### src/pkg/tcwu_defines.svh
`ifndef TCWU_DEFINES_SVH
`define TCWU_DEFINES_SVH

// register indices; byte address is four times the index
`define TCWU_IDX_WDOG_CTRL 10'h042
`define TCWU_IDX_T1_CNT 10'h058
`define TCWU_IDX_T1_CMPA 10'h05a
`define TCWU_IDX_T1_CMPB 10'h05c
`define TCWU_IDX_T1_CTRL 10'h05e
`define TCWU_IDX_T2_CNT 10'h060
`define TCWU_IDX_T2_CMPA 10'h062
`define TCWU_IDX_T2_CTRL 10'h066

// mode/control field positions
`define TCWU_BIT_EN 15
`define TCWU_BIT_WG 14
`define TCWU_BIT_INT 13
`define TCWU_BIT_CSEL 12
`define TCWU_BIT_MC 5
`define TCWU_BIT_RTG 4
`define TCWU_BIT_CHAIN 3
`define TCWU_BIT_OCLK 2
`define TCWU_BIT_DUAL 1
`define TCWU_BIT_RUN 0
`define TCWU_BIT_WD_MASK 3

// reset values
`define TCWU_CNT_RST 16'h0000
`define TCWU_WD_MASK_RST 1'b1
`define TCWU_WD_RANK_RST 3'h7

// last phase of the four-clock count divider
`define TCWU_DIV_LAST 2'h3

`endif

### src/pkg/tcwu_pkg.sv
package tcwu_pkg;

  // apb answer phase
  typedef enum logic [0:0] {
    TCWU_BUS_IDLE = 1'b0,
    TCWU_BUS_ANSWER = 1'b1
  } tcwu_bus_e;

  // one timer's stored mode/control bits
  typedef struct packed {
    logic en;          // counting enabled
    logic irq_en;      // interrupt on max count
    logic cmp_b_sel;   // compare b is the active max
    logic maxcnt;      // max count reached, sticky
    logic retrig;      // restart on input rising edge
    logic chain;       // tick from timer 2
    logic outside_clk; // tick from input pin
    logic dual;        // dual compare mode
    logic repeat_run;  // keep running after max
  } tcwu_ctrl_s;

  // result of one counting step
  typedef struct packed {
    logic [15:0] count;
    logic hit;
  } tcwu_step_s;

  // tick generator state
  typedef struct packed {
    logic [1:0] div;
    logic [1:0] ext_div;
    logic pin_prev;
  } tcwu_tick_s;

  // whole state of the timer unit
  typedef struct packed {
    tcwu_bus_e bus;
    logic pready;
    logic pslverr;
    logic [31:0] prdata;
    tcwu_ctrl_s t1;
    logic [15:0] t1_cnt;
    logic [15:0] t1_cmpa;
    logic [15:0] t1_cmpb;
    tcwu_ctrl_s t2;
    logic [15:0] t2_cnt;
    logic [15:0] t2_cmpa;
    logic wd_mask;
    logic [2:0] wd_rank;
    logic t1_irq;
    logic t2_irq;
    logic wd_irq;
    logic t1_out;
  } tcwu_state_s;

  // one step: hit when a tick finds the count at max, then wrap or add
  function automatic tcwu_step_s tcwu_step(input logic [15:0] cnt,
                                           input logic [15:0] maxv,
                                           input logic tick,
                                           input logic run);
    tcwu_step_s r;
    r.hit = tick && (cnt == maxv);
    r.count = cnt;
    if (tick && run) begin
      r.count = r.hit ? 16'h0000 : 16'(cnt + 16'h0001);
    end
    return r;
  endfunction

endpackage

### src/pkg/tcwu_tick_if.sv
`timescale 1ns/1ps
// ticks from the divider and pin front end to the timers
interface tcwu_tick_if;
  logic int_tick;  // one clock in four
  logic ext_tick;  // every fourth input rising edge
  logic pin_rise;  // input rising edge
  logic pin_level; // input level
  modport src (output int_tick, output ext_tick, output pin_rise,
               output pin_level);
  modport dst (input int_tick, input ext_tick, input pin_rise,
               input pin_level);
endinterface

### src/verilog/tcwu_tick.sv
`timescale 1ns/1ps
`include "tcwu_defines.svh"
module tcwu_tick (
  input wire logic clk,          // processor clock
  input wire logic arst_n,       // async reset, low
  input wire logic timer1_input, // timer 1 input pin
  tcwu_tick_if.src tk            // ticks out
);
  import tcwu_pkg::*;

  tcwu_tick_s q; // registered state
  tcwu_tick_s d; // next state

  // tick and edge outputs
  assign tk.pin_level = timer1_input;
  assign tk.pin_rise = timer1_input & ~q.pin_prev;
  assign tk.int_tick = (q.div == `TCWU_DIV_LAST);
  assign tk.ext_tick = tk.pin_rise && (q.ext_div == `TCWU_DIV_LAST);

  // free divider and input edge counter
  always_comb begin
    d = q;
    d.div = 2'(q.div + 2'h1);
    d.pin_prev = timer1_input;
    if (tk.pin_rise) begin // count input edges
      d.ext_div = 2'(q.ext_div + 2'h1);
    end
  end

  // state register
  always_ff @(posedge clk or negedge arst_n) begin
    if (!arst_n) begin
      q <= '0;
    end else begin
      q <= d;
    end
  end
endmodule

### src/verilog/tcwu_top.sv
// The APB register port was chosen for this implementation.
`timescale 1ns/1ps
`include "tcwu_defines.svh"
// Overview of operation
// - ext0 rtg0: count only while input high
// - ext0 rtg1: count, clear on input rise
// - ext1: count every fourth input rising edge
// - ext0 p0: count every four clocks
// - ext0 p1: count on timer 2 tick
// - dual: alternate compare a and b
// - single: wrap at compare a only
// - no repeat: stop and clear enable
// - enable writes take effect only with write guard set
// - write guard never stored, reads zero
// - interrupt at max count when enabled
// - max flag set even when disabled
// - timer 2: compare a, four-clock ticks
// - count registers readable and reloadable
// - mask bit blocks watchdog interrupt
// - priority field binary, zero highest
// - select flag shows active compare
// - dual mode interrupts at both compares
module tcwu_top (
  input wire logic clk,                 // 40 MHz processor clock
  input wire logic arst_n,              // async reset, low
  input wire logic psel,                // apb select
  input wire logic penable,             // apb access phase
  input wire logic pwrite,              // apb write
  input wire logic [11:0] paddr,        // apb byte address
  input wire logic [31:0] pwdata,       // apb write data
  input wire logic [3:0] pstrb,         // apb byte strobes
  output logic pready,                  // apb ready
  output logic [31:0] prdata,           // apb read data
  output logic pslverr,                 // apb error, unmapped
  input wire logic timer1_input,        // timer 1 input pin
  output logic timer1_wave_out,         // timer 1 output pin
  output logic timer1_irq,              // timer 1 request pulse
  output logic timer2_irq,              // timer 2 request pulse
  output logic wdog_irq_req,            // watchdog request pulse
  output logic wdog_irq_mask,           // watchdog mask level
  output logic [2:0] wdog_rank_level    // watchdog priority
);
  import tcwu_pkg::*;

  tcwu_state_s q; // registered state
  tcwu_state_s d; // next state

  tcwu_tick_if tk (); // ticks from the front end

  tcwu_step_s st1;     // timer 1 step
  tcwu_step_s st2;     // timer 2 step
  logic t2_pre;        // prescaled tick to timer 1
  logic t1_src;        // internal source of timer 1
  logic t1_tick;       // timer 1 counting tick
  logic [15:0] t1_max; // active max count
  logic clr1;          // retrigger clear
  logic acc;           // apb access completes
  logic wr;            // apb write completes
  logic [9:0] idx;     // register index
  logic [15:0] wv;     // merged write value

  // front end: divider and input edges
  tcwu_tick u_tick (
    .clk(clk),
    .arst_n(arst_n),
    .timer1_input(timer1_input),
    .tk(tk)
  );

  // pack a control register for reading; guard bit always zero
  function automatic logic [15:0] tcwu_pack(input tcwu_ctrl_s c);
    logic [15:0] r;
    r = 16'h0000;
    r[`TCWU_BIT_EN] = c.en;
    r[`TCWU_BIT_INT] = c.irq_en;
    r[`TCWU_BIT_CSEL] = c.cmp_b_sel;
    r[`TCWU_BIT_MC] = c.maxcnt;
    r[`TCWU_BIT_RTG] = c.retrig;
    r[`TCWU_BIT_CHAIN] = c.chain;
    r[`TCWU_BIT_OCLK] = c.outside_clk;
    r[`TCWU_BIT_DUAL] = c.dual;
    r[`TCWU_BIT_RUN] = c.repeat_run;
    return r;
  endfunction

  // merge write data into old value by byte strobes
  function automatic logic [15:0] tcwu_merge(input logic [15:0] old,
                                             input logic [31:0] wd,
                                             input logic [3:0] strb);
    logic [15:0] r;
    r = old;
    if (strb[0]) begin
      r[7:0] = wd[7:0];
    end
    if (strb[1]) begin
      r[15:8] = wd[15:8];
    end
    return r;
  endfunction

  // read value of a register; unmapped reads zero
  function automatic logic [15:0] tcwu_read(input logic [9:0] i,
                                            input tcwu_state_s s);
    logic [15:0] r;
    r = 16'h0000;
    case (i)
      `TCWU_IDX_WDOG_CTRL: r = {12'h000, s.wd_mask, s.wd_rank};
      `TCWU_IDX_T1_CNT: r = s.t1_cnt;
      `TCWU_IDX_T1_CMPA: r = s.t1_cmpa;
      `TCWU_IDX_T1_CMPB: r = s.t1_cmpb;
      `TCWU_IDX_T1_CTRL: r = tcwu_pack(s.t1);
      `TCWU_IDX_T2_CNT: r = s.t2_cnt;
      `TCWU_IDX_T2_CMPA: r = s.t2_cmpa;
      `TCWU_IDX_T2_CTRL: r = tcwu_pack(s.t2);
      default: r = 16'h0000;
    endcase
    return r;
  endfunction

  // address decode for the error answer
  function automatic logic tcwu_mapped(input logic [9:0] i);
    case (i)
      `TCWU_IDX_WDOG_CTRL, `TCWU_IDX_T1_CNT, `TCWU_IDX_T1_CMPA,
      `TCWU_IDX_T1_CMPB, `TCWU_IDX_T1_CTRL, `TCWU_IDX_T2_CNT,
      `TCWU_IDX_T2_CMPA, `TCWU_IDX_T2_CTRL: return 1'b1;
      default: return 1'b0;
    endcase
  endfunction

  // bus decode
  assign idx = paddr[11:2];
  assign acc = psel & penable & q.pready;
  assign wr = acc & pwrite;
  assign wv = tcwu_merge(tcwu_read(idx, q), pwdata, pstrb);

  // timer 2 counts internal ticks against compare a only
  assign st2 = tcwu_step(q.t2_cnt, q.t2_cmpa, tk.int_tick, q.t2.en);
  assign t2_pre = st2.hit & q.t2.en;

  // timer 1 source selection
  assign t1_src = q.t1.chain ? t2_pre : tk.int_tick;
  assign t1_tick = q.t1.outside_clk ? tk.ext_tick :
                   (t1_src & (q.t1.retrig | tk.pin_level));
  assign t1_max = (q.t1.dual & q.t1.cmp_b_sel) ? q.t1_cmpb :
                  q.t1_cmpa;
  assign st1 = tcwu_step(q.t1_cnt, t1_max, t1_tick, q.t1.en);
  assign clr1 = q.t1.en & ~q.t1.outside_clk & q.t1.retrig &
                tk.pin_rise;

  // next state
  always_comb begin
    d = q;
    d.t1_irq = 1'b0;
    d.t2_irq = 1'b0;
    d.wd_irq = 1'b0;
    // timer 2 counting
    d.t2_cnt = st2.count;
    if (t2_pre) begin
      d.t2_irq = q.t2.irq_en;
      if (!q.t2.repeat_run) begin
        d.t2.en = 1'b0;
      end
    end
    // timer 1 counting, retrigger wins over the step
    d.t1_cnt = clr1 ? `TCWU_CNT_RST : st1.count;
    if (st1.hit && q.t1.en) begin
      d.t1_irq = q.t1.irq_en;
      d.wd_irq = q.t1.irq_en & ~q.wd_mask;
      d.t1.cmp_b_sel = q.t1.dual & ~q.t1.cmp_b_sel;
      if (!q.t1.repeat_run) begin
        d.t1.en = 1'b0;
      end
    end
    // apb answer phase: ready one cycle after setup
    case (q.bus)
      TCWU_BUS_IDLE: begin
        d.pready = 1'b0;
        if (psel && !penable) begin
          d.bus = TCWU_BUS_ANSWER;
          d.pready = 1'b1;
          d.pslverr = ~tcwu_mapped(idx);
          d.prdata = pwrite ? 32'h0000_0000 :
                     {16'h0000, tcwu_read(idx, q)};
        end
      end
      TCWU_BUS_ANSWER: begin
        if (acc) begin
          d.bus = TCWU_BUS_IDLE;
          d.pready = 1'b0;
          d.pslverr = 1'b0;
        end
      end
      default: begin
        d.bus = TCWU_BUS_IDLE;
        d.pready = 1'b0;
      end
    endcase
    // register writes; software wins over counting
    if (wr) begin
      case (idx)
        `TCWU_IDX_WDOG_CTRL: begin
          d.wd_mask = wv[`TCWU_BIT_WD_MASK];
          d.wd_rank = wv[2:0];
        end
        `TCWU_IDX_T1_CNT: d.t1_cnt = wv;
        `TCWU_IDX_T1_CMPA: d.t1_cmpa = wv;
        `TCWU_IDX_T1_CMPB: d.t1_cmpb = wv;
        `TCWU_IDX_T1_CTRL: begin
          if (wv[`TCWU_BIT_WG]) begin
            d.t1.en = wv[`TCWU_BIT_EN];
          end
          d.t1.irq_en = wv[`TCWU_BIT_INT];
          d.t1.maxcnt = wv[`TCWU_BIT_MC];
          d.t1.retrig = wv[`TCWU_BIT_RTG];
          d.t1.chain = wv[`TCWU_BIT_CHAIN];
          d.t1.outside_clk = wv[`TCWU_BIT_OCLK];
          d.t1.dual = wv[`TCWU_BIT_DUAL];
          d.t1.repeat_run = wv[`TCWU_BIT_RUN];
        end
        `TCWU_IDX_T2_CNT: d.t2_cnt = wv;
        `TCWU_IDX_T2_CMPA: d.t2_cmpa = wv;
        `TCWU_IDX_T2_CTRL: begin
          if (wv[`TCWU_BIT_WG]) begin
            d.t2.en = wv[`TCWU_BIT_EN];
          end
          d.t2.irq_en = wv[`TCWU_BIT_INT];
          d.t2.maxcnt = wv[`TCWU_BIT_MC];
          d.t2.repeat_run = wv[`TCWU_BIT_RUN];
        end
        default: begin
        end
      endcase
    end
    // single mode always uses compare a
    if (!d.t1.dual) begin
      d.t1.cmp_b_sel = 1'b0;
    end
    // max flags: hardware set wins over a clear
    if (st1.hit) begin
      d.t1.maxcnt = 1'b1;
    end
    if (st2.hit) begin
      d.t2.maxcnt = 1'b1;
    end
    // output wave
    if (d.t1.dual) begin
      d.t1_out = ~d.t1.cmp_b_sel;
    end else if (st1.hit && q.t1.en) begin
      d.t1_out = 1'b0;
    end else if (t1_tick) begin
      d.t1_out = 1'b1;
    end
  end

  // state register
  always_ff @(posedge clk or negedge arst_n) begin
    if (!arst_n) begin
      q <= '0;
      q.bus <= TCWU_BUS_IDLE;
      q.t1_out <= 1'b1;
      q.wd_mask <= `TCWU_WD_MASK_RST;
      q.wd_rank <= `TCWU_WD_RANK_RST;
    end else begin
      q <= d;
    end
  end

  // outputs straight from the state register
  assign pready = q.pready;
  assign prdata = q.prdata;
  assign pslverr = q.pslverr;
  assign timer1_wave_out = q.t1_out;
  assign timer1_irq = q.t1_irq;
  assign timer2_irq = q.t2_irq;
  assign wdog_irq_req = q.wd_irq;
  assign wdog_irq_mask = q.wd_mask;
  assign wdog_rank_level = q.wd_rank;

  logic wr_t1c;  // write to timer 1 count
  logic wr_t1m;  // write to timer 1 control
  assign wr_t1c = wr && (idx == `TCWU_IDX_T1_CNT);
  assign wr_t1m = wr && (idx == `TCWU_IDX_T1_CTRL);
endmodule
### config.mk
export PLATFORM = sky130hd
export DESIGN_NAME = tcwu_top
export DESIGN_NICKNAME = d
export VERILOG_FILES = /design/src/pkg/tcwu_pkg.sv /design/src/pkg/tcwu_tick_if.sv /design/src/verilog/tcwu_tick.sv /design/src/verilog/tcwu_top.sv
export VERILOG_INCLUDE_DIRS = /design/src /design/src/pkg
export SDC_FILE = /design/constraint.sdc
export NUM_CORES = 1
export LEC_CHECK = 0
export CAP_MARGIN = 30
export CORE_UTILIZATION = 40
export CTS_CLUSTER_SIZE = 14
export DETAILED_ROUTE_END_ITERATION = 8
export DONT_BUFFER_PORTS = 1
export PLACE_DENSITY = 0.63
export SLEW_MARGIN = 20
export SYNTH_ARGS = -nofsm -noshare
export SYNTH_HDL_FRONTEND = slang
export SYNTH_SLANG_ARGS = --single-unit
### constraint.sdc
create_clock -name clk -period 3.2 [get_ports clk]
set_input_delay 0.16 -clock clk [delete_from_list [all_inputs] [get_ports clk]]
set_output_delay 0.16 -clock clk [all_outputs]
set_load 0.03 [all_outputs]
==> impl_metrics.env, run 1 <==
export IMPL_multi_input_area_um2=3650
export IMPL_dieArea_um2=18700
export IMPL_ys_ff_latch=125
export IMPL_p_int_mw=2.80
export IMPL_cellLeakagePower_nw=3.41
export IMPL_hold_viol=0
export IMPL_synth_top_area_cell="dfrtp_1"
export IMPL_fmax_mhz=359
export IMPL_max_vdd_ir_drop_v=0.000454
export IMPL_final_nets=797
export IMPL_cts_sinks=125
export IMPL_synth_area_leaders="dfrtp_1, nand2_1, buf_4"
export IMPL_seqPwrFrac_pct=45.3
export IMPL_num_vias=5712
export IMPL_worst_ep_required_time_ns=3.57
export IMPL_clock_skew_ns=0.00884
export IMPL_clk_latency_ns=0.44
export IMPL_grt_max_degree=126
export IMPL_synth_edf_count=0
export IMPL_slew_headroom_pct=31.4
export IMPL_globalplace_congestion=0.945
export IMPL_gr_total_overflow=0
export IMPL_cp_slowest_cell="or4_1"
export IMPL_synth_top_area_share_pct=41.4
export IMPL_io_pins=96
export IMPL_p_clk_share_pct=48.1
export IMPL_synth_cell_type_count=70
export IMPL_crit_chain="xnor2_1, nand4_1, or4_1, o31ai_2, buf_4, and2_0, and3_1, nor2b_1"
export IMPL_synthFlopType="dfrtp_1"
export IMPL_core_area_um2=17500
export IMPL_rsz0062_at_grt="false"
export IMPL_cts_buffers=17
export IMPL_cts_tree="built"
export IMPL_grt_pass1_wl_um=33300
export IMPL_synthArstFlopShare_pct=100
export IMPL_clk_pin_slew_worst_paths_ns=0.05
export IMPL_wire_per_inst_um=22.0
export IMPL_finalCriticalPeriod_ns=2.78
export IMPL_path_class="flip-flop to flip-flop"
export IMPL_cap_violations=0
export IMPL_swShare_pct=24.6
export IMPL_drive_gt1_share_pct=14.0
export IMPL_drt_first_pass_iters=6
export IMPL_worstPathMaxFanout=19
export IMPL_grt_pass1_vias=5577
export IMPL_power_per_cell_area_nw_per_um2=468
export IMPL_critPathMaxStageDelay_ns=0.49
export IMPL_io_buffers=0
export IMPL_cts_root_buf="clkbuf_16"
export IMPL_syn_inst=749
export IMPL_drc=0
export IMPL_drt_initial_drc_count=651
export IMPL_dp_hpwl_um=15500
export IMPL_area_delta_synth_final_pct=9.36
export IMPL_cts_max_path_buffers=2
export IMPL_initial_core_util_pct=41.5
export IMPL_antenna_found_initial=0
export IMPL_power_share_combinational_pct=6.7
export IMPL_finalCritPeriodShare_pct=86.9
export IMPL_arrival_ns=3.15
export IMPL_die_x_um=137
export IMPL_ys_warn_count=0
export IMPL_ant_nets=0
export IMPL_outcome="finished clean"
export IMPL_final_util_pct=45.4
export IMPL_power_switching_mw=0.913
export IMPL_vias_per_cell=5.85
export IMPL_htreeDepth=4
export IMPL_start_kind="flip-flop"
export IMPL_nFillCells=1669
export IMPL_regArea_um2=3130
export IMPL_synth_avg_cell_area_um2=9.69
export IMPL_hp_class="input pin to flip-flop"
export IMPL_cts_resized=0
export IMPL_gr_usage_all_layers_pct=24.8
export IMPL_cts_setup_buffers=0
export IMPL_drv_slew=0
export IMPL_synth_area_um2=7260
export IMPL_worst_pin_slew_ns=1.00
export IMPL_crit_path_end_kind="flip-flop"
export IMPL_tns_ns=0
export IMPL_r2r_slack_ns=0.42
export IMPL_ys_top_cells_by_count="dfrtp_1, nand2_1, o21ai_0"
export IMPL_routed_wl_um=21400
export IMPL_rows=48
export IMPL_die_y_um=137
export IMPL_yosysMostFrequentCell="dfrtp_1"
export IMPL_ys_seq_area_share_pct=43.2
export IMPL_setup_viol=0
## critical path, delay by kind of cell, from the launching register on
family                    cells  cell delay (ns)
and+or+nand+nor               5             1.33
buffers and inverters         1             0.31
AOI/OAI and AO/OA             1             0.36
DFF                           1             0.44
xor gates and xnor gates      1             0.27
## per-layer routing
layer  share of wire, %  track usage (%)
met4                4.5             14.5
met5                  0                0
met1                 45             33.4
met2                 41             34.4
met3                9.4             7.96
## cells in the final DEF, fill, tap and decap left out, drive strengths merged, types with 6 or more instances in the layout
cell type and n:
xor2 31, o22ai 30, buf 20, a32oi 6
nor4 9, and3 13, nand2 113, clkinv 6
nor3 9, a222oi 7, o31ai 6, nand4 9
nand2b 11, nor2 21, nand3 28, mux2 24
mux2i 25, a22o 16, a22oi 10, dlygate4sd3 6
o21ai 65, conb 16, inv 28, xnor2 23
clkbuf 23, and2 6, a21oi 6, dfrtp 120
## path summary, 6_finish.rpt
| path | from | to | cells past startpoint |
|---|---|---|---|
| setup / recovery | q[30]$_DFF_PN0_ | wdog_irq_req$_DFF_PN0_ | 8 |
| hold / removal | psel | q[140]$_DFF_PN0_ | 2 |
| setup reg to reg | q[30]$_DFF_PN0_ | wdog_irq_req$_DFF_PN0_ | 8 |
| hold reg to reg | u_tick.q[3]$_DFF_PN0_ | u_tick.q[3]$_DFF_PN0_ | 1 |
| max in group asynchronous | arst_n | q[30]$_DFF_PN0_ | 2 |
| min in group asynchronous | arst_n | q[48]$_DFF_PN0_ | 2 |
## sequential cells by signal, indices dropped and copies added, names as in the netlist
signal,flops
timer1_wave_out,1
timer2_irq,1
pready,1
timer1_irq,1
u_tick.q,5
prdata,16
wdog_irq_req,1
wdog_irq_mask,1
wdog_rank_level,3
pslverr,1
q,94
## repair_timing
action / CTS / global route
endpoints found under the setup margin: 0 / 0
endpoints found under the hold margin: 131 / 0
hold buffers: 7 / 0
## power by group through the flow
stage / clock network [mW] / registers [mW] / logic [mW]
floorplan: 0 / 1.70 / 0.178
global placement: 0 / 1.71 / 0.193
detailed placement: 0 / 1.71 / 0.194
CTS: 1.82 / 1.68 / 0.249
global route: 1.89 / 1.68 / 0.276
finish: 1.78 / 1.68 / 0.247
## area by class of cell
class,instances,share of cell area [%]
inverters,28,1.32
multi-input cells,541,46.0
diodes,1,0.0315
clock buffers,23,5.90
flip-flops and latches,125,39.5
clock inverters,8,0.851
well taps,225,3.55
repair buffers,26,2.90
## kinds of logic after synthesis
family	after synthesis	share of synthesized area, %
mux	53	8.69
other cells	1	0.0517
xor+xnor	54	6.52
buf+inv	98	7.40
compound gates	172	16.4
simple gates	242	17.1
flops	125	43.2
fa+ha+maj	4	0.690
## metrics by stage
step           hold slack [ns]  power (mW)  instances  cell area [um^2]  worst slack [ns]
6_report                0.0436        3.71        977              7940             0.418
5_1_grt                 0.0438        3.85        976              7930             0.272
4_1_cts                 0.0224        3.75        976              7930             0.482
3_5_place_dp            -0.131        1.90        938              7310             0.487
3_3_place_gp            -0.130        1.90        938              7310             0.480
2_1_floorplan           -0.136        1.88        764              7310             0.916
No activity file was read; power rests on OpenSTA's default activity.
==> run 2: changes to the inputs <==
==> constraint.sdc (replaced) <==
create_clock -name clk -period 3.2 [get_ports clk]
set_input_delay 0.32 -clock clk [delete_from_list [all_inputs] [get_ports clk]]
set_output_delay 0.32 -clock clk [all_outputs]
set_load 0.03 [all_outputs]
==> impl_metrics.env, run 2 (synthesized netlist as in run 1, its figures left out) <==
export IMPL_whs_ns=-0.403
export IMPL_multi_input_area_um2=3650
export IMPL_worstPathMaxFanout=19
export IMPL_worst_path_buf_inv=1
export IMPL_startpoint="q[30]$_DFF_PN0_"
export IMPL_die_x_um=137
export IMPL_drc=0
export IMPL_power_per_cell_area_nw_per_um2=464
export IMPL_p_int_mw=2.77
export IMPL_clk_pin_slew_worst_paths_ns=0.06
export IMPL_r2r_start="q[30]$_DFF_PN0_"
export IMPL_drv_slew=0
export IMPL_die_y_um=137
export IMPL_r2r_cells=8
export IMPL_gr_usage_all_layers_pct=24.7
export IMPL_cts_buffers=17
export IMPL_dp_hpwl_um=15600
export IMPL_clock_skew_ns=0.00987
export IMPL_hp_class="input pin to async pin"
export IMPL_crit_family="simple AND/OR/NAND/NOR gates"
export IMPL_worst_ep_required_time_ns=3.56
export IMPL_max_vdd_ir_drop_v=0.000400
export IMPL_largest_register_ffs=94
export IMPL_routed_wl_um=21600
export IMPL_rows=48
export IMPL_seqPwrFrac_pct=46.0
export IMPL_finalCritPeriodShare_pct=87.2
export IMPL_route_met2_wl_um=9390
export IMPL_regArea_um2=3130
export IMPL_io_buffers=0
export IMPL_cap_violations=0
export IMPL_routed_top_layer="met4"
export IMPL_p_clk_share_pct=48.4
export IMPL_antenna_found_initial=0
export IMPL_crit_path_end_kind="flip-flop"
export IMPL_globalplace_congestion=0.909
export IMPL_vias_per_cell=5.99
export IMPL_clk_latency_ns=0.43
export IMPL_worstSetupEndpoint="wdog_irq_req$_DFF_PN0_"
export IMPL_final_cell_mix="dfrtp_1, nand2_1, o21ai_0, xor2_1, o22ai_1"
export IMPL_fmax_mhz=358
export IMPL_ant_nets=0
export IMPL_rr_endpoint="wdog_irq_req$_DFF_PN0_"
export IMPL_final_nets=793
export IMPL_dr_wl_met3_um=1840
export IMPL_io_pins=96
export IMPL_dieArea_um2=18700
export IMPL_wire_per_inst_um=22.2
export IMPL_worst_pin_slew_ns=0.930
export IMPL_initial_core_util_pct=41.5
export IMPL_area_delta_synth_final_pct=8.55
export IMPL_hold_viol=125
export IMPL_cp_slowest_cell="or4_1"
export IMPL_swShare_pct=24.2
export IMPL_cts_resized=0
export IMPL_setup_viol=0
export IMPL_rsz0062_at_grt="false"
export IMPL_cts_sinks=125
export IMPL_diodes=0
export IMPL_core_area_um2=17500
export IMPL_nFillCells=1676
export IMPL_cellLeakagePower_nw=3.39
export IMPL_wl_met1_um=9720
export IMPL_htreeDepth=4
export IMPL_power_switching_mw=0.882
export IMPL_crit_chain="xnor2_1, nand4_1, or4_1, o31ai_2, buf_4, and2_0, and3_1, nor2b_1"
export IMPL_num_vias=5824
export IMPL_power_share_combinational_pct=5.5
export IMPL_crit_cells=8
export IMPL_outcome="finished, violations left"
export IMPL_critPathMaxStageDelay_ns=0.49
export IMPL_drt_first_pass_iters=6
export IMPL_tns_ns=0
export IMPL_gr_total_overflow=0
export IMPL_cts_hold_buf=2
export IMPL_cts_root_buf="clkbuf_16"
export IMPL_path_class="flip-flop to flip-flop"
export IMPL_slew_headroom_pct=37.8
export IMPL_arrival_ns=3.15
export IMPL_final_common_cell="dfrtp_1"
export IMPL_drt_initial_drc_count=567
export IMPL_cts_tree="built"
export IMPL_start_kind="flip-flop"
export IMPL_grt_pass1_vias=5455
export IMPL_top_register="q"
export IMPL_drive_gt1_share_pct=14.3
export IMPL_r2r_slack_ns=0.41
export IMPL_grt_pass1_wl_um=33300
export IMPL_cts_max_path_buffers=2
export IMPL_violations="hold timing"
export IMPL_finalCriticalPeriod_ns=2.79
export IMPL_grt_max_degree=126
==> run 2: cell count changes in the layout (fill, tap and decap cells not counted) <==
cell	previous run	this run
clkbuf_1	4	2
diode_2	1	0
buf_4	19	20
bufinv_16	1	0
dlygate4sd3_1	6	2
clkbuf_8	2	5
buf_16	1	0
==> run 2: timing repair <==
item                                   CTS  global route
setup endpoints to repair                0             0
buffers inserted                         0             0
endpoints found under the hold margin  127           125
==> run 2: per-stage QoR <==
step                area [um^2]  cells  power, mW  utilization, %  worst slack, ns
global route               7880    972       3.77            45.1            0.244
finish                     7880    972       3.65            45.1            0.408
floorplan                  7310    764       1.88               -            0.916
global placement           7320    939       1.90            41.9            0.425
CTS                        7880    972       3.67            45.1            0.396
detailed placement         7320    939       1.91            41.9            0.421
==> run 2: worst min-delay path by stage <==
stage,start,endpoint,cells after the start
floorplan,arst_n,prdata[0]$_DFFE_PN0P_,0
global placement,arst_n,u_tick.q[3]$_DFF_PN0_,0
detailed placement,arst_n,u_tick.q[3]$_DFF_PN0_,0
CTS,arst_n,q[25]$_DFF_PN0_,0
global route,arst_n,q[65]$_DFFE_PN0P_,0
finish,arst_n,u_tick.q[0]$_DFF_PN0_,0
==> run 2: layout make-up <==
| cell class | instances | share of cell area [%] |
|---|---|---|
| tap | 225 | 3.57 |
| inverter | 28 | 1.33 |
| multi-input combinational | 541 | 46.3 |
| clock inverter | 7 | 0.476 |
| sequential | 125 | 39.8 |
| timing repair buffer | 22 | 2.16 |
| clock buffer | 24 | 6.37 |
==> run 2: layer usage <==
| layer | vias to the layer above | GRT usage [%] |
|---|---|---|
| li1 | 2635 | - |
| met1 | 2844 | 35.3 |
| met5 | - | 0 |
| met3 | 45 | 5.67 |
| met4 | 0 | 10.9 |
| met2 | 300 | 35.3 |
==> run 2: worst register-to-register path, stage by stage (launching register included) <==
cell and delay [ns]:
dfrtp_1 0.44, xnor2_1 0.25, nand4_1 0.14, or4_1 0.49, o31ai_2 0.37, buf_4 0.30
and2_0 0.35, and3_1 0.25, nor2b_1 0.13
==> run 2: power groups by stage <==
stage / clock network (mW) / logic, mW / registers [mW]
floorplan: 0 / 0.178 / 1.70
global placement: 0 / 0.197 / 1.71
detailed placement: 0 / 0.198 / 1.71
CTS: 1.79 / 0.202 / 1.68
global route: 1.87 / 0.220 / 1.69
finish: 1.77 / 0.202 / 1.68
==> run 3: changes to the inputs <==
--- a/config.mk
+++ b/config.mk
@@ -11,6 +11,7 @@
 export CTS_CLUSTER_SIZE = 14
 export DETAILED_ROUTE_END_ITERATION = 8
 export DONT_BUFFER_PORTS = 1
+export GPL_TIMING_DRIVEN = 0
 export PLACE_DENSITY = 0.63
 export SLEW_MARGIN = 20
 export SYNTH_ARGS = -nofsm -noshare
==> impl_metrics.env, run 3 (synthesized netlist as in run 1, its figures left out) <==
export IMPL_drc=0
export IMPL_vias_per_cell=5.93
export IMPL_io_buffers=0
export IMPL_violations="hold timing"
export IMPL_drv_slew=0
export IMPL_clk_latency_ns=0.43
export IMPL_cts_buffers=17
export IMPL_cts_tree="built"
export IMPL_setup_viol=0
export IMPL_area_delta_synth_final_pct=13.0
export IMPL_globalplace_congestion=0.920
export IMPL_routed_wl_um=23100
export IMPL_path_class="flip-flop to flip-flop"
export IMPL_die_y_um=137
export IMPL_cts_root_buf="clkbuf_16"
export IMPL_start_kind="flip-flop"
export IMPL_fmax_mhz=323
export IMPL_die_x_um=137
export IMPL_top_register="q"
export IMPL_grt_max_degree=126
export IMPL_rsz0062_at_grt="false"
export IMPL_drt_initial_drc_count=712
export IMPL_power_per_cell_area_nw_per_um2=464
export IMPL_grt_pass1_vias=5787
export IMPL_cts_sinks=125
export IMPL_fin_cells=1025
export IMPL_htreeDepth=4
export IMPL_cts_resized=0
export IMPL_worst_ep_required_time_ns=3.47
export IMPL_diodes=0
export IMPL_worst_pin_slew_ns=1.02
export IMPL_final_common_cell="dfrtp_1"
export IMPL_crit_path_end_kind="flip-flop"
export IMPL_cap_violations=0
export IMPL_worst_slack_ns=0.108
export IMPL_ant_nets=0
export IMPL_finalCriticalPeriod_ns=3.09
export IMPL_final_cell_area_um2=8200
export IMPL_dieArea_um2=18700
export IMPL_clk_pin_slew_worst_paths_ns=0.06
export IMPL_cellLeakagePower_nw=3.59
export IMPL_gr_total_overflow=0
export IMPL_placed_cell_area_um2=7620
export IMPL_final_nets=845
export IMPL_arrival_ns=3.36
export IMPL_largest_register_ffs=94
export IMPL_rows=48
export IMPL_hp_class="input pin to async pin"
export IMPL_initial_core_util_pct=41.5
export IMPL_cts_setup_buffers=0
export IMPL_final_cell_mix="dfrtp_1, nand2_1, o21ai_0, buf_4, xor2_1"
export IMPL_grt_pass1_wl_um=35300
export IMPL_hold_viol=125
export IMPL_drt_first_pass_iters=6
export IMPL_wire_per_inst_um=22.6
export IMPL_finalCritPeriodShare_pct=96.6
export IMPL_dp_hpwl_um=17000
export IMPL_dp_cells=991
export IMPL_gr_usage_all_layers_pct=26.2
export IMPL_antenna_found_initial=0
export IMPL_io_pins=96
export IMPL_clock_skew_ns=0.00926
export IMPL_drive_gt1_share_pct=17.1
export IMPL_outcome="finished, violations left"
export IMPL_preCtsSetupSlack_ns=0.0420
export IMPL_core_area_um2=17500
export IMPL_cts_hold_buf=2
export IMPL_worstPathMaxFanout=10
export IMPL_num_vias=6074
export IMPL_slew_headroom_pct=29.7
export IMPL_cts_max_path_buffers=2
export IMPL_max_vdd_ir_drop_v=0.000386
export IMPL_whs_ns=-0.409
-- run 3: cell types whose count changed in the layout (fill, tap and decap cells not counted), moves of 2 or more --
cell,before,now
buf_4,20,39
buf_6,0,2
buf_2,0,10
clkbuf_8,5,2
bufinv_16,0,2
clkbuf_1,2,25
-- run 3: per-layer routing --
layer | vias to the layer above | track usage (%) | part of all wire [%]
li1 | 2721 | - | -
met1 | 2961 | 36.6 | 44
met2 | 345 | 38.0 | 43
met3 | 47 | 7.00 | 9.8
met4 | 0 | 11.0 | 3.1
met5 | - | 0 | 0
-- run 3: path summary, 6_finish.rpt --
check	slack [ns]	endpoint	cells past startpoint	startpoint
max	0.11	q[84]$_DFF_PN0_	9	q[30]$_DFF_PN0_
min	-0.41	q[8]$_DFFE_PN0P_	0	arst_n
max reg2reg	0.11	q[84]$_DFF_PN0_	9	q[30]$_DFF_PN0_
min reg2reg	0.42	u_tick.q[3]$_DFF_PN0_	1	u_tick.q[3]$_DFF_PN0_
max in group asynchronous	3.40	timer1_wave_out$_DFFE_PN1P_	0	arst_n
min in group clk	0.08	prdata[2]$_DFFE_PN0P_	2	pwrite
-- run 3: critical path: stages, from the launching register on --
cell and delay [ns]:
dfrtp_1 0.45, xnor2_1 0.31, nand4_1 0.14, or4_1 0.47
o31ai_1 0.53, buf_4 0.28, nand2_1 0.15, o21ai_4 0.33
buf_6 0.20, o22ai_1 0.09
-- run 3: area by class of cell --
| class | count | area (um^2) |
|---|---|---|
| fill | 1662 | 9280 |
| clock buffer | 24 | 472 |
| inverter | 28 | 105 |
| tap | 225 | 282 |
| sequential | 125 | 3130 |
| timing repair buffer | 4 | 32.5 |
| buffer | 70 | 432 |
| clock inverter | 8 | 92.6 |
| multi-input combinational | 541 | 3650 |
-- run 3: report_power, final --
group	switching [mW]	internal [mW]	total, mW
logic	0.153	0.0863	0.239
clock network	0.704	1.18	1.88
registers	0.0598	1.62	1.68
-- run 3: through the flow --
stage                     power [mW]  setup TNS, ns  util [%]
after global placement          1.94          -2.59      43.5
final                           3.80              0      46.9
after CTS                       3.82              0      46.9
after global routing            3.92              0      46.9
after floorplan                 1.88              0         -
after detailed placement        1.94              0      43.6
